==> src/rtl/ais_pkg.sv <==
// Constants and types shared by the sequencer 0 input select block
`default_nettype none
package ais_pkg;

  // ----------------------------------------------------------------
  // Register byte offsets
  // ----------------------------------------------------------------
  localparam logic [11:0] OFS_CTRL   = 12'h000;
  localparam logic [11:0] OFS_START  = 12'h004;
  localparam logic [11:0] OFS_STATUS = 12'h008;
  localparam logic [11:0] OFS_STIME  = 12'h00c;
  localparam logic [11:0] OFS_SEL    = 12'h040;
  localparam logic [11:0] OFS_SCTL   = 12'h044;

  // ----------------------------------------------------------------
  // Field layout
  // ----------------------------------------------------------------
  localparam int          SLOTS       = 8;
  localparam int          SLOT_STRIDE = 4;
  localparam int          CODE_W      = 2;
  localparam int          TS_POS      = 3;
  localparam logic [31:0] SEL_WMASK   = 32'h33333333;
  localparam logic [31:0] SCTL_WMASK  = 32'h88888888;
  localparam int          CTRL_EN     = 0;
  localparam int          CTRL_CONT   = 1;
  localparam int          CTRL_LAST   = 4;
  localparam int          START_GO    = 0;
  localparam int          STAT_BUSY   = 0;
  localparam int          STAT_SLOT   = 4;
  localparam int          STAT_OVR    = 8;
  localparam int          STAT_CNT    = 16;

  // ----------------------------------------------------------------
  // Reset values
  // ----------------------------------------------------------------
  localparam logic [31:0] SEL_RST   = 32'h00000000;
  localparam logic [31:0] SCTL_RST  = 32'h00000000;
  localparam logic [7:0]  CTRL_RST  = 8'h70;
  localparam logic [7:0]  STIME_RST = 8'h04;

  // ----------------------------------------------------------------
  // Sequencer states
  // ----------------------------------------------------------------
  typedef enum logic [2:0] {
    AIS_IDLE    = 3'b001,
    AIS_SAMPLE  = 3'b010,
    AIS_CONVERT = 3'b100
  } ais_state_t;

endpackage
`default_nettype wire

==> src/rtl/ais_slot_mux.sv <==
// Per-slot field extraction and selection for the current slot
`default_nettype none
module ais_slot_mux (
  input  wire logic [31:0] sel_reg,
  input  wire logic [31:0] sctl_reg,
  input  wire logic [2:0]  slot,
  output logic      [1:0]  code,
  output logic             temp_sel
);

  // ----------------------------------------------------------------
  // Field split
  // ----------------------------------------------------------------
  logic [1:0] codes [ais_pkg::SLOTS];
  logic       tsel  [ais_pkg::SLOTS];

  // Slot n takes bits 4n-3:4n-4, so slot one is 1:0 and slot eight 29:28
  for (genvar i = 0; i < ais_pkg::SLOTS; i++) begin : g_slot
    assign codes[i] = sel_reg[i*ais_pkg::SLOT_STRIDE +: ais_pkg::CODE_W];
    assign tsel[i]  = sctl_reg[i*ais_pkg::SLOT_STRIDE + ais_pkg::TS_POS];
  end

  assign code     = codes[slot];
  assign temp_sel = tsel[slot];

endmodule
`default_nettype wire

==> src/rtl/ais_sample_timer.sv <==
// Down counter that times the sampling period of one slot
`default_nettype none
module ais_sample_timer (
  input  wire logic       clk_sys,
  input  wire logic       rst_n,
  input  wire logic       load,
  input  wire logic [7:0] period,
  output logic            done
);

  logic [7:0] cnt_q;
  logic [7:0] cnt_d;
  logic       run_q;
  logic       run_d;

  // ----------------------------------------------------------------
  // Next state
  // ----------------------------------------------------------------
  // A period of zero would wrap and run 256 cycles, so it is stretched to one
  always_comb begin
    cnt_d = cnt_q;
    run_d = run_q;
    if (load) begin
      cnt_d = (period == 8'h00) ? 8'h01 : period;
      run_d = 1'b1;
    end else if (run_q) begin
      cnt_d = cnt_q - 8'h01;
      if (cnt_q == 8'h01) begin
        run_d = 1'b0;
      end
    end
  end

  always_ff @(posedge clk_sys or negedge rst_n) begin
    if (!rst_n) begin
      cnt_q <= 8'h00;
      run_q <= 1'b0;
    end else begin
      cnt_q <= cnt_d;
      run_q <= run_d;
    end
  end

  assign done = run_q && (cnt_q == 8'h01) && !load;

endmodule
`default_nettype wire

==> src/rtl/ais_top.sv <==
// Sequencer 0 input select: APB registers and slot stepping
//
// Contract
// - One 32-bit input select register, eight slots
// - Slot one uses bits 1:0
// - Slot two uses bits 5:4
// - Slot three uses bits 9:8
// - Slot four uses bits 13:12
// - Slot five uses bits 17:16
// - Slot six uses bits 21:20
// - Slot seven bits 25:24, slot eight 29:28
// - Select fields read/write, reset to zero
// - Upper two bits per group read zero
// - Temp sensor bit overrides the slot input; here it only drives temp_sensor_sel, and ain_code keeps the slot code
`default_nettype none
module ais_top (
  input  wire logic        clk_sys,
  input  wire logic        rst_n,
  input  wire logic [11:0] paddr,
  input  wire logic        psel,
  input  wire logic        penable,
  input  wire logic        pwrite,
  input  wire logic [31:0] pwdata,
  output logic      [31:0] prdata,
  output logic             pready,
  output logic             pslverr,
  input  wire logic        seq_trigger,
  input  wire logic        conv_done,
  output logic      [1:0]  ain_code,
  output logic             temp_sensor_sel,
  output logic             sample_hold,
  output logic             conv_start,
  output logic      [2:0]  slot_index,
  output logic             seq_busy
);

  // ----------------------------------------------------------------
  // Register state
  // ----------------------------------------------------------------
  logic [31:0] sel_q;
  logic [31:0] sel_d;
  logic [31:0] sctl_q;
  logic [31:0] sctl_d;
  logic [7:0]  ctrl_q;
  logic [7:0]  ctrl_d;
  logic [7:0]  stime_q;
  logic [7:0]  stime_d;
  logic        ovr_q;
  logic        ovr_d;
  logic [31:0] prdata_q;
  logic [31:0] prdata_d;
  logic        pready_q;
  logic        pready_d;
  logic        pslverr_q;
  logic        pslverr_d;

  // ----------------------------------------------------------------
  // Sequencer state
  // ----------------------------------------------------------------
  ais_pkg::ais_state_t state_q;
  ais_pkg::ais_state_t state_d;
  logic [2:0]  slot_q;
  logic [2:0]  slot_d;
  logic [1:0]  code_q;
  logic [1:0]  code_d;
  logic        ts_q;
  logic        ts_d;
  logic [7:0]  seqcnt_q;
  logic [7:0]  seqcnt_d;
  logic        cstart_q;
  logic        cstart_d;

  // ----------------------------------------------------------------
  // Bus decode
  // ----------------------------------------------------------------
  logic        setup;
  logic        wr_en;
  logic        hit_ctrl;
  logic        hit_start;
  logic        hit_status;
  logic        hit_stime;
  logic        hit_sel;
  logic        hit_sctl;
  logic        hit_any;
  logic        sw_go;
  logic        start_req;
  logic        ovr_clr;
  logic        tmr_load;
  logic        tmr_done;
  logic [1:0]  mux_code;
  logic        mux_ts;
  logic [2:0]  last_slot;

  assign setup      = psel && !penable;
  assign wr_en      = psel && penable && pready_q && pwrite;
  assign hit_ctrl   = (paddr == ais_pkg::OFS_CTRL);
  assign hit_start  = (paddr == ais_pkg::OFS_START);
  assign hit_status = (paddr == ais_pkg::OFS_STATUS);
  assign hit_stime  = (paddr == ais_pkg::OFS_STIME);
  assign hit_sel    = (paddr == ais_pkg::OFS_SEL);
  assign hit_sctl   = (paddr == ais_pkg::OFS_SCTL);
  assign hit_any    = hit_ctrl || hit_start || hit_status || hit_stime ||
                      hit_sel || hit_sctl;
  assign sw_go      = wr_en && hit_start && pwdata[ais_pkg::START_GO];
  assign ovr_clr    = wr_en && hit_status && pwdata[ais_pkg::STAT_OVR];
  assign start_req  = (seq_trigger || sw_go) && ctrl_q[ais_pkg::CTRL_EN];
  assign last_slot  = ctrl_q[ais_pkg::CTRL_LAST +: 3];

  // ----------------------------------------------------------------
  // Registers and APB answer
  // ----------------------------------------------------------------
  // Answer is prepared in the setup cycle so read data leaves a flop;
  // the cost is one fixed access cycle on every transfer.
  always_comb begin
    sel_d     = sel_q;
    sctl_d    = sctl_q;
    ctrl_d    = ctrl_q;
    stime_d   = stime_q;
    prdata_d  = prdata_q;
    pready_d  = setup;
    pslverr_d = 1'b0;
    ovr_d     = ovr_q;
    if (wr_en && hit_sel) begin
      sel_d = pwdata & ais_pkg::SEL_WMASK;
    end
    if (wr_en && hit_sctl) begin
      sctl_d = pwdata & ais_pkg::SCTL_WMASK;
    end
    if (wr_en && hit_ctrl) begin
      ctrl_d = pwdata[7:0] & 8'h73;
    end
    if (wr_en && hit_stime) begin
      stime_d = pwdata[7:0];
    end
    // A trigger in the clearing cycle while the sequencer is busy keeps the flag set
    if (ovr_clr) begin
      ovr_d = 1'b0;
    end
    if (start_req && (state_q != ais_pkg::AIS_IDLE)) begin
      ovr_d = 1'b1;
    end
    if (setup) begin
      pslverr_d = !hit_any;
      prdata_d  = 32'h00000000;
      if (!pwrite) begin
        if (hit_sel) begin
          prdata_d = sel_q & ais_pkg::SEL_WMASK;
        end
        if (hit_sctl) begin
          prdata_d = sctl_q;
        end
        if (hit_ctrl) begin
          prdata_d[7:0] = ctrl_q;
        end
        if (hit_stime) begin
          prdata_d[7:0] = stime_q;
        end
        if (hit_status) begin
          prdata_d[ais_pkg::STAT_BUSY]     = seq_busy;
          prdata_d[ais_pkg::STAT_SLOT +: 3] = slot_q;
          prdata_d[ais_pkg::STAT_OVR]      = ovr_q;
          prdata_d[ais_pkg::STAT_CNT +: 8] = seqcnt_q;
        end
      end
    end
  end

  always_ff @(posedge clk_sys or negedge rst_n) begin
    if (!rst_n) begin
      sel_q     <= ais_pkg::SEL_RST;
      sctl_q    <= ais_pkg::SCTL_RST;
      ctrl_q    <= ais_pkg::CTRL_RST;
      stime_q   <= ais_pkg::STIME_RST;
      ovr_q     <= 1'b0;
      prdata_q  <= 32'h00000000;
      pready_q  <= 1'b0;
      pslverr_q <= 1'b0;
    end else begin
      sel_q     <= sel_d;
      sctl_q    <= sctl_d;
      ctrl_q    <= ctrl_d;
      stime_q   <= stime_d;
      ovr_q     <= ovr_d;
      prdata_q  <= prdata_d;
      pready_q  <= pready_d;
      pslverr_q <= pslverr_d;
    end
  end

  // ----------------------------------------------------------------
  // Slot selection and sampling timer
  // ----------------------------------------------------------------
  ais_slot_mux u_mux (
    .sel_reg  (sel_q),
    .sctl_reg (sctl_q),
    .slot     (slot_d),
    .code     (mux_code),
    .temp_sel (mux_ts)
  );

  ais_sample_timer u_tmr (
    .clk_sys (clk_sys),
    .rst_n   (rst_n),
    .load    (tmr_load),
    .period  (stime_q),
    .done    (tmr_done)
  );

  // ----------------------------------------------------------------
  // Sequencer
  // ----------------------------------------------------------------
  // The code is latched only on entry to a slot, so a register write
  // in mid-slot cannot disturb the multiplexer while it samples.
  always_comb begin
    state_d  = state_q;
    slot_d   = slot_q;
    code_d   = code_q;
    ts_d     = ts_q;
    seqcnt_d = seqcnt_q;
    cstart_d = 1'b0;
    tmr_load = 1'b0;
    unique case (state_q)
      ais_pkg::AIS_IDLE: begin
        if (start_req) begin
          slot_d   = 3'h0;
          state_d  = ais_pkg::AIS_SAMPLE;
          tmr_load = 1'b1;
        end
      end
      ais_pkg::AIS_SAMPLE: begin
        if (tmr_done) begin
          state_d  = ais_pkg::AIS_CONVERT;
          cstart_d = 1'b1;
        end
      end
      ais_pkg::AIS_CONVERT: begin
        if (conv_done) begin
          if (slot_q == last_slot) begin
            seqcnt_d = seqcnt_q + 8'h01;
            if (ctrl_q[ais_pkg::CTRL_CONT] && ctrl_q[ais_pkg::CTRL_EN]) begin
              slot_d   = 3'h0;
              state_d  = ais_pkg::AIS_SAMPLE;
              tmr_load = 1'b1;
            end else begin
              state_d = ais_pkg::AIS_IDLE;
            end
          end else begin
            slot_d   = slot_q + 3'h1;
            state_d  = ais_pkg::AIS_SAMPLE;
            tmr_load = 1'b1;
          end
        end
      end
      default: begin
        state_d = ais_pkg::AIS_IDLE;
      end
    endcase
    if (tmr_load) begin
      code_d = mux_code;
      ts_d   = mux_ts;
    end
  end

  always_ff @(posedge clk_sys or negedge rst_n) begin
    if (!rst_n) begin
      state_q  <= ais_pkg::AIS_IDLE;
      slot_q   <= 3'h0;
      code_q   <= 2'h0;
      ts_q     <= 1'b0;
      seqcnt_q <= 8'h00;
      cstart_q <= 1'b0;
    end else begin
      state_q  <= state_d;
      slot_q   <= slot_d;
      code_q   <= code_d;
      ts_q     <= ts_d;
      seqcnt_q <= seqcnt_d;
      cstart_q <= cstart_d;
    end
  end

  // ----------------------------------------------------------------
  // Outputs
  // ----------------------------------------------------------------
  assign prdata          = prdata_q;
  assign pready          = pready_q;
  assign pslverr         = pslverr_q;
  assign ain_code        = code_q;
  assign temp_sensor_sel = ts_q;
  assign sample_hold     = (state_q == ais_pkg::AIS_SAMPLE);
  assign conv_start      = cstart_q;
  assign slot_index      = slot_q;
  assign seq_busy        = (state_q != ais_pkg::AIS_IDLE);

endmodule
`default_nettype wire

==> config.mk <==
export PLATFORM = sky130hd
export DESIGN_NAME = ais_top
export DESIGN_NICKNAME = d
export VERILOG_FILES = /design/src/rtl/ais_pkg.sv /design/src/rtl/ais_slot_mux.sv /design/src/rtl/ais_sample_timer.sv /design/src/rtl/ais_top.sv
export SDC_FILE = /design/constraint.sdc
export NUM_CORES = 1
export LEC_CHECK = 0
export BUFFER_PORTS_ARGS = -buffer_cell sky130_fd_sc_hd__buf_2
export CAP_MARGIN = 40
export CORE_MARGIN = 5
export CORE_UTILIZATION = 25
export CTS_BUF_LIST = sky130_fd_sc_hd__clkbuf_16
export CTS_CLUSTER_SIZE = 40
export DETAILED_ROUTE_END_ITERATION = 6
export PLACE_DENSITY = 0.46
export SYNTH_ARGS = -nofsm -noshare
export SYNTH_HDL_FRONTEND = slang
export SYNTH_SLANG_ARGS = --single-unit
==> constraint.sdc <==
create_clock -name clk_sys -period 3.5 [get_ports clk_sys]
set_clock_uncertainty 0.2 [all_clocks]
set_input_delay 0.175 -clock clk_sys [delete_from_list [all_inputs] [get_ports clk_sys]]
set_output_delay 0.175 -clock clk_sys [all_outputs]
set_load 0.02 [all_outputs]
==> results.cfg, run 1 <==
[status]
status = completed

[yosys]
syn_inst = 401
synth-async-reset-ratio_pct = 100
synth_top_cell_area_share_pct = 49.8
ys_warn_count = 0
synth_cell_types = 60
yosys-top-cells-count = 90 x dfrtp_1, 59 x nand2_1, 29 x mux2_2
synthMuxAreaShare_pct = 11.6
ys.flop_type = dfrtp_1
synthMostInstantiatedCell = dfrtp_1
synth_xor_area_share_pct = 3.29
ys_seq_area_share_pct = 52.7
synthAdderAreaFrac_pct = 1.11
synth_area_leaders = dfrtp_1 50%, mux2_2 7.2%, nand2_1 4.9%
post_synth.cell_area_avg_um2 = 11.3
synth_largest_area_cell = dfrtp_1
synth_edf_count = 0
synth-simple-area-share_pct = 15.9
synth_area_um2 = 4520
synth_top_family_by_area = simple AND/OR/NAND/NOR gates
synth-seq-cells = 95
synth_compound_area_share_pct = 12.3

[flow_run]
drv_cap = 0

[detailed_routing]
via_count = 3564
viasPerCell = 4.73
first_iter_violations = 216
wire_per_inst_um = 17.7
first_pass_iters = 4
drc = 0
routed_wl_um = 13400
ant_nets = 0

[sta]
drv_slew = 0
fin_crit_sh_pct = 83.8
setup_slack_ns = 0.568
finalSetupTns_ns = 0
tightestPinTransition_ns = 0.882
rsz0062_at_grt = no
clock.fmax_mhz = 341
fin_hold_ws_ns = 0.0469
setup_viol = 0
slew_headroom_pct = 41.0
hold_viol = 0
layout_min_cycle_time_ns = 2.93

[worst_setup_path]
worstPathMaxFanout = 12
path_class = input port to flip-flop
cp-startpoint = psel
path_cells = dlygate4sd3_1, buf_2, nand2b_1, dlygate4sd3_1, inv_1, nand2b_1, nor2_1, a22oi_1, nand2_1
slowest_stage = nor2_1
worstReg2RegStart = ctrl_q[5]$_DFFE_PN1P_
path_delay_family = buffers and inverters
max_stage_delay_ns = 0.79
worst-path-buf-inv = 4
worstPathArrival_ns = 3.01
end_kind = flip-flop
start_kind = input port
cp.required_ns = 3.58

[global_routing]
grt_start_max_net_pins = 44
antenna_found_initial = 0
gr-total-overflow = 0
grt_util_all_layers_pct = 13.2
grt_pass1_vias = 3674
grt_pass1_wl_um = 20900

[placement]
portBuffers = 83
dp_worst_setup_slack_ns = 0.764
globalplace.congestion = 0.808
dp_hpwl_um = 10100

[die]
start_util_pct = 25.3
design.core.area_um2 = 17900
die_x_um = 145
dieArea_um2 = 20900
num_rows = 49
ios = 94
die_h_um = 145

[clock_tree]
clk_latency_ns = 0.35
cts_root_buf = clkbuf_16
h-tree-depth = 3
post_cts_buffers = 0
cts_tree = yes
cts_buffers = 9
cts_buffer_depth = 2
clk_pin_slew_worst_paths_ns = 0.06
cts_sinks = 95

[pwr]
p_leak_nw = 2.85
power_w = 0.00233
peakVddDrop_uv = 218
p_per_area_nw_per_um2 = 400

[layout]
area_growth_pct = 29.0
multi_input_area_um2 = 2010
area.sequential_um2 = 2380
drive_above_1_share_pct = 29.5
final_nets = 575
diodes = 0
fillers = 1828

[worst_hold_path]
hold_path_class = input port to flip-flop
hp-start = seq_trigger
==> report_power, final <==
part           total, W  leakage, nW  internal [W]  switching (W)
Sequential      0.00114         1.28       0.00112      0.0000226
Clock           0.00104        0.153      0.000621       0.000424
Combinational  0.000146         1.42     0.0000694      0.0000767
Total           0.00233         2.85       0.00181       0.000523
==> sequential cells by signal, indices dropped and copies added (netlist names), 5 cells and up <==
register	count
u_tmr.cnt_q	8
ctrl_q	5
seqcnt_q	8
stime_q	8
prdata	28
sctl_q	8
sel_q	16
==> final timing paths <==
check	to	slack (ns)	cells past startpoint
worst max register to register	temp_sensor_sel$_DFFE_PN0N_	0.73	7
worst max-delay path	prdata[21]$_DFFE_PN0P_	0.57	9
worst min register to register	prdata[27]$_DFFE_PN0P_	0.26	2
worst min-delay path	ovr_q$_DFFE_PN0P_	0.05	3
max in group asynchronous	state_q[0]$_DFFE_PN1P_	2.11	3
min in group asynchronous	prdata[29]$_DFFE_PN0P_	0.15	2
==> per-stage QoR <==
stage,util [%],cells,area (µm²)
after global placement,28.9,704,5180
after global routing,32.6,754,5840
after detailed placement,28.9,704,5180
final,32.6,754,5840
after floorplan,-,404,4540
after CTS,32.6,754,5840
==> metal layers <==
metal  global-route usage [%]  vias to the layer above  wire length, µm
met4                     2.70                        0              152
met2                     20.5                       94             6150
met5                        0                        -                0
li1                         -                     1693                -
met1                     18.1                     1764             6110
met3                     4.13                       13              967
==> tightest hold or removal path, cell delays in order <==
cell,delay (ns)
buf_2,0.09
a41o_1,0.13
a32o_1,0.16
==> area by class of cell <==
cell class                      instances  share of cell area [%]
Inverter                                6                   0.386
Clock inverter                          7                    1.52
Clock buffer                            9                    3.86
Tap cell                              229                    4.91
Multi-Input combinational cell        283                    34.5
Timing Repair Buffer                  125                    14.0
Sequential cell                        95                    40.8
==> layout by cell type (no fill, tap or decap), types with 3 or more instances in the layout <==
master	instances
dfrtp_1	90
buf_2	82
nand2_1	59
dlygate4sd3_1	34
mux2_2	29
nor2_1	19
o21ai_0	18
mux2_1	12
a22o_1	11
nand3_1	10
xnor2_1	10
a21oi_1	9
and3_1	9
a22oi_1	9
clkbuf_16	9
buf_4	9
xor2_1	7
inv_1	7
a211oi_1	6
nor3_1	5
dfstp_2	5
nand4_1	4
mux2i_1	4
nand2b_1	4
ha_1	4
conb_1	4
nor4_2	3
nor4_1	3
a21o_1	3
a222oi_1	3
==> cell families after synthesis <==
family          Yosys count
buf+inv                  26
xor+xnor                 17
fa+ha+maj                 4
flops                    95
other cells               1
compound gates           76
mux                      46
simple gates            136
==> what timing repair did <==
action | in CTS | in global routing
hold buffers | 34 | 0
endpoints found under the hold margin | 84 | 0
gates resized for setup | 0 | 0
Note: power is estimated with default switching activity, not from simulation.
==> run 2: changes to the inputs <==
- ABC_AREA: not set -> 1
- PLACE_DENSITY: 0.46 -> 0.45
- clock period: 3.5 -> 2.8 ns (I/O delays scaled with it)
==> results.cfg, run 2 <==
[detailed_routing]
routed_wl_um = 14700
ant_nets = 0
drc = 0
viasPerCell = 4.49
first_pass_iters = 5
first_iter_violations = 252
wire_per_inst_um = 15.9
via_count = 4168

[placement]
dp_hpwl_um = 11100
globalplace.congestion = 0.838
portBuffers = 83
dpl_cell_area_um2 = 5520

[sta]
finalSetupTns_ns = 0
hold_viol = 0
fin_hold_ws_ns = 0.0150
slew_headroom_pct = 64.5
tightestPinTransition_ns = 0.532
fin_crit_sh_pct = 85.9
layout_min_cycle_time_ns = 2.41
clock.fmax_mhz = 416
drv_slew = 0
rsz0062_at_grt = no
setup_viol = 0

[clock_tree]
clk_pin_slew_worst_paths_ns = 0.07
cts_tree = yes
clk_latency_ns = 0.35
cts_root_buf = clkbuf_16
cts_buffer_depth = 2
postCtsHoldBufs = 29
cts_sinks = 95
cts_resized = 0
h-tree-depth = 3
post_cts_buffers = 0
cts_buffers = 9

[layout]
layout_commonest_cell = nand2_1
final_nets = 719
area_growth_pct = 26.9
diodes = 0
drive_above_1_share_pct = 24.5
most-common-layout-cells = 97 x nand2_1, 90 x dfrtp_1, 82 x buf_2, 69 x inv_1, 58 x nand3_1
largest_reg_flops = 28
final_cell_area_um2 = 6100

[die]
design.core.area_um2 = 18800
num_rows = 50
die_h_um = 149
ios = 94
dieArea_um2 = 22100
die_x_um = 149
start_util_pct = 25.5

[yosys]
post_synth.cell_area_avg_um2 = 8.78
ys_seq_area_share_pct = 49.6
synth-seq-cells = 95
ys_warn_count = 0
synth_area_um2 = 4810
syn_inst = 548
yosys-top-cells-count = 97 x nand2_1, 90 x dfrtp_1, 69 x inv_1
synth_largest_area_cell = dfrtp_1
synth-async-reset-ratio_pct = 100
synth_cell_types = 46
synth_area_leaders = dfrtp_1 47%, nand2_1 7.6%, nand3_1 6.0%
synthMostInstantiatedCell = nand2_1
ys.flop_type = dfrtp_1
synth_top_cell_area_share_pct = 46.8
synth_edf_count = 0

[worst_hold_path]
whs_path_depth = 4
hold_path_class = input port to flip-flop
hp-start = pwrite
whs_endpoint = prdata[17]$_DFFE_PN0P_

[pwr]
p_per_area_nw_per_um2 = 687
peakVddDrop_uv = 397
p_leak_nw = 2.88

[worst_setup_path]
crit_top_cell = nand2_1
path_class = flip-flop to flip-flop
reg2reg_to = ain_code[0]$_DFFE_PN0N_
path_cells = inv_1, nand2_1, nand2_1, nand3_2, inv_2, nand2_2, nand3_2, nand2_2, o22ai_2, inv_1, nand3_1, nand3_1, nand2_1
r2r_slack_ns = 0.39
worstPathMaxFanout = 11
reg2reg_depth = 13
worst-path-buf-inv = 3
cp_num_cells = 13
path_delay_family = simple AND/OR/NAND/NOR gates
start_kind = flip-flop
worstPathArrival_ns = 2.49
end_kind = flip-flop
cp.required_ns = 2.89
cp-startpoint = slot_index[0]$_DFF_PN0_
slowest_stage = dfrtp_1
max_stage_delay_ns = 0.49
worstReg2RegStart = slot_index[0]$_DFF_PN0_

[global_routing]
top_usage_layer = met2
grt_start_max_net_pins = 63
grt_pass1_vias = 4230
met2_usage_pct = 21.1
grt_util_all_layers_pct = 13.6
grt_use_met3_pct = 3.44
antenna_found_initial = 0
met1_usage_pct = 18.9
grt_pass1_wl_um = 23300
gr-total-overflow = 0

[flow_run]
drv_cap = 0

[status]
status = completed
## run 2: changes by cell type in the layout (fill, tap and decap cells not counted), moves of 9 or more
cell     before  now
inv_1         7   69
nand3_1      10   58
nand2_1      59   97
mux2_2       29    2
o21ai_0      18   44
nand2_2       0   13
nor2_1       19   32
a21oi_1       9   21
mux2_1       12    0
a22o_1       11    2
a22oi_1       9    0
## run 2: cell families after synthesis
kind of cell | synth area share, %
multiplexers | 0.468
AO/OA/AOI/OAI | 12.9
flip-flops | 49.6
buffers and inverters | 8.87
AND/OR/NAND/NOR | 24.7
adder cells (fa/ha/maj) | 1.04
other | 0.0780
XOR/XNOR | 2.37
## run 2: worst min-delay path, cell delays in order
cell      delay, ns
buf_2          0.10
nor2_2         0.06
inv_2          0.08
o311ai_0       0.12
## run 2: final cells by class
cell class | instances | area, µm²
clock inverters | 7 | 73.8
fillers | 1994 | 12700
well taps | 260 | 325
repair buffers | 121 | 788
inverters | 78 | 298
clock buffers | 9 | 225
flip-flops and latches | 95 | 2380
multi-input cells | 359 | 2010
## run 2: power breakdown
group          leakage [nW]  internal, W  total, W  switching [W]
Sequential             1.18      0.00153   0.00169       0.000162
Clock                 0.135     0.000692   0.00124       0.000552
Combinational          1.57     0.000456   0.00126       0.000807
## run 2: per-layer routing
metal	part of all wire, %	up-vias
met5	0	-
met1	48	1998
li1	-	2044
met2	46	111
met3	4.6	15
met4	1.4	0
## run 2: how the worst max path moves through the flow
stage	to	slack (ns)
after floorplan	u_tmr.cnt_q[4]$_DFFE_PN0P_	0.85
after global placement	ain_code[0]$_DFFE_PN0N_	0.50
after detailed placement	ain_code[0]$_DFFE_PN0N_	0.46
after CTS	ain_code[0]$_DFFE_PN0N_	0.42
after global routing	temp_sensor_sel$_DFFE_PN0N_	0.21
final	ain_code[0]$_DFFE_PN0N_	0.39
## run 2: metrics by stage
step	total power [W]	std cells	setup WS (ns)	util, %
finish	0.00419	929	0.393	32.4
global route	0.00447	929	0.206	32.4
CTS	0.00425	929	0.423	32.4
detailed placement	0.00295	884	0.460	29.3
global placement	0.00293	884	0.502	29.3
floorplan	0.00262	551	0.849	-
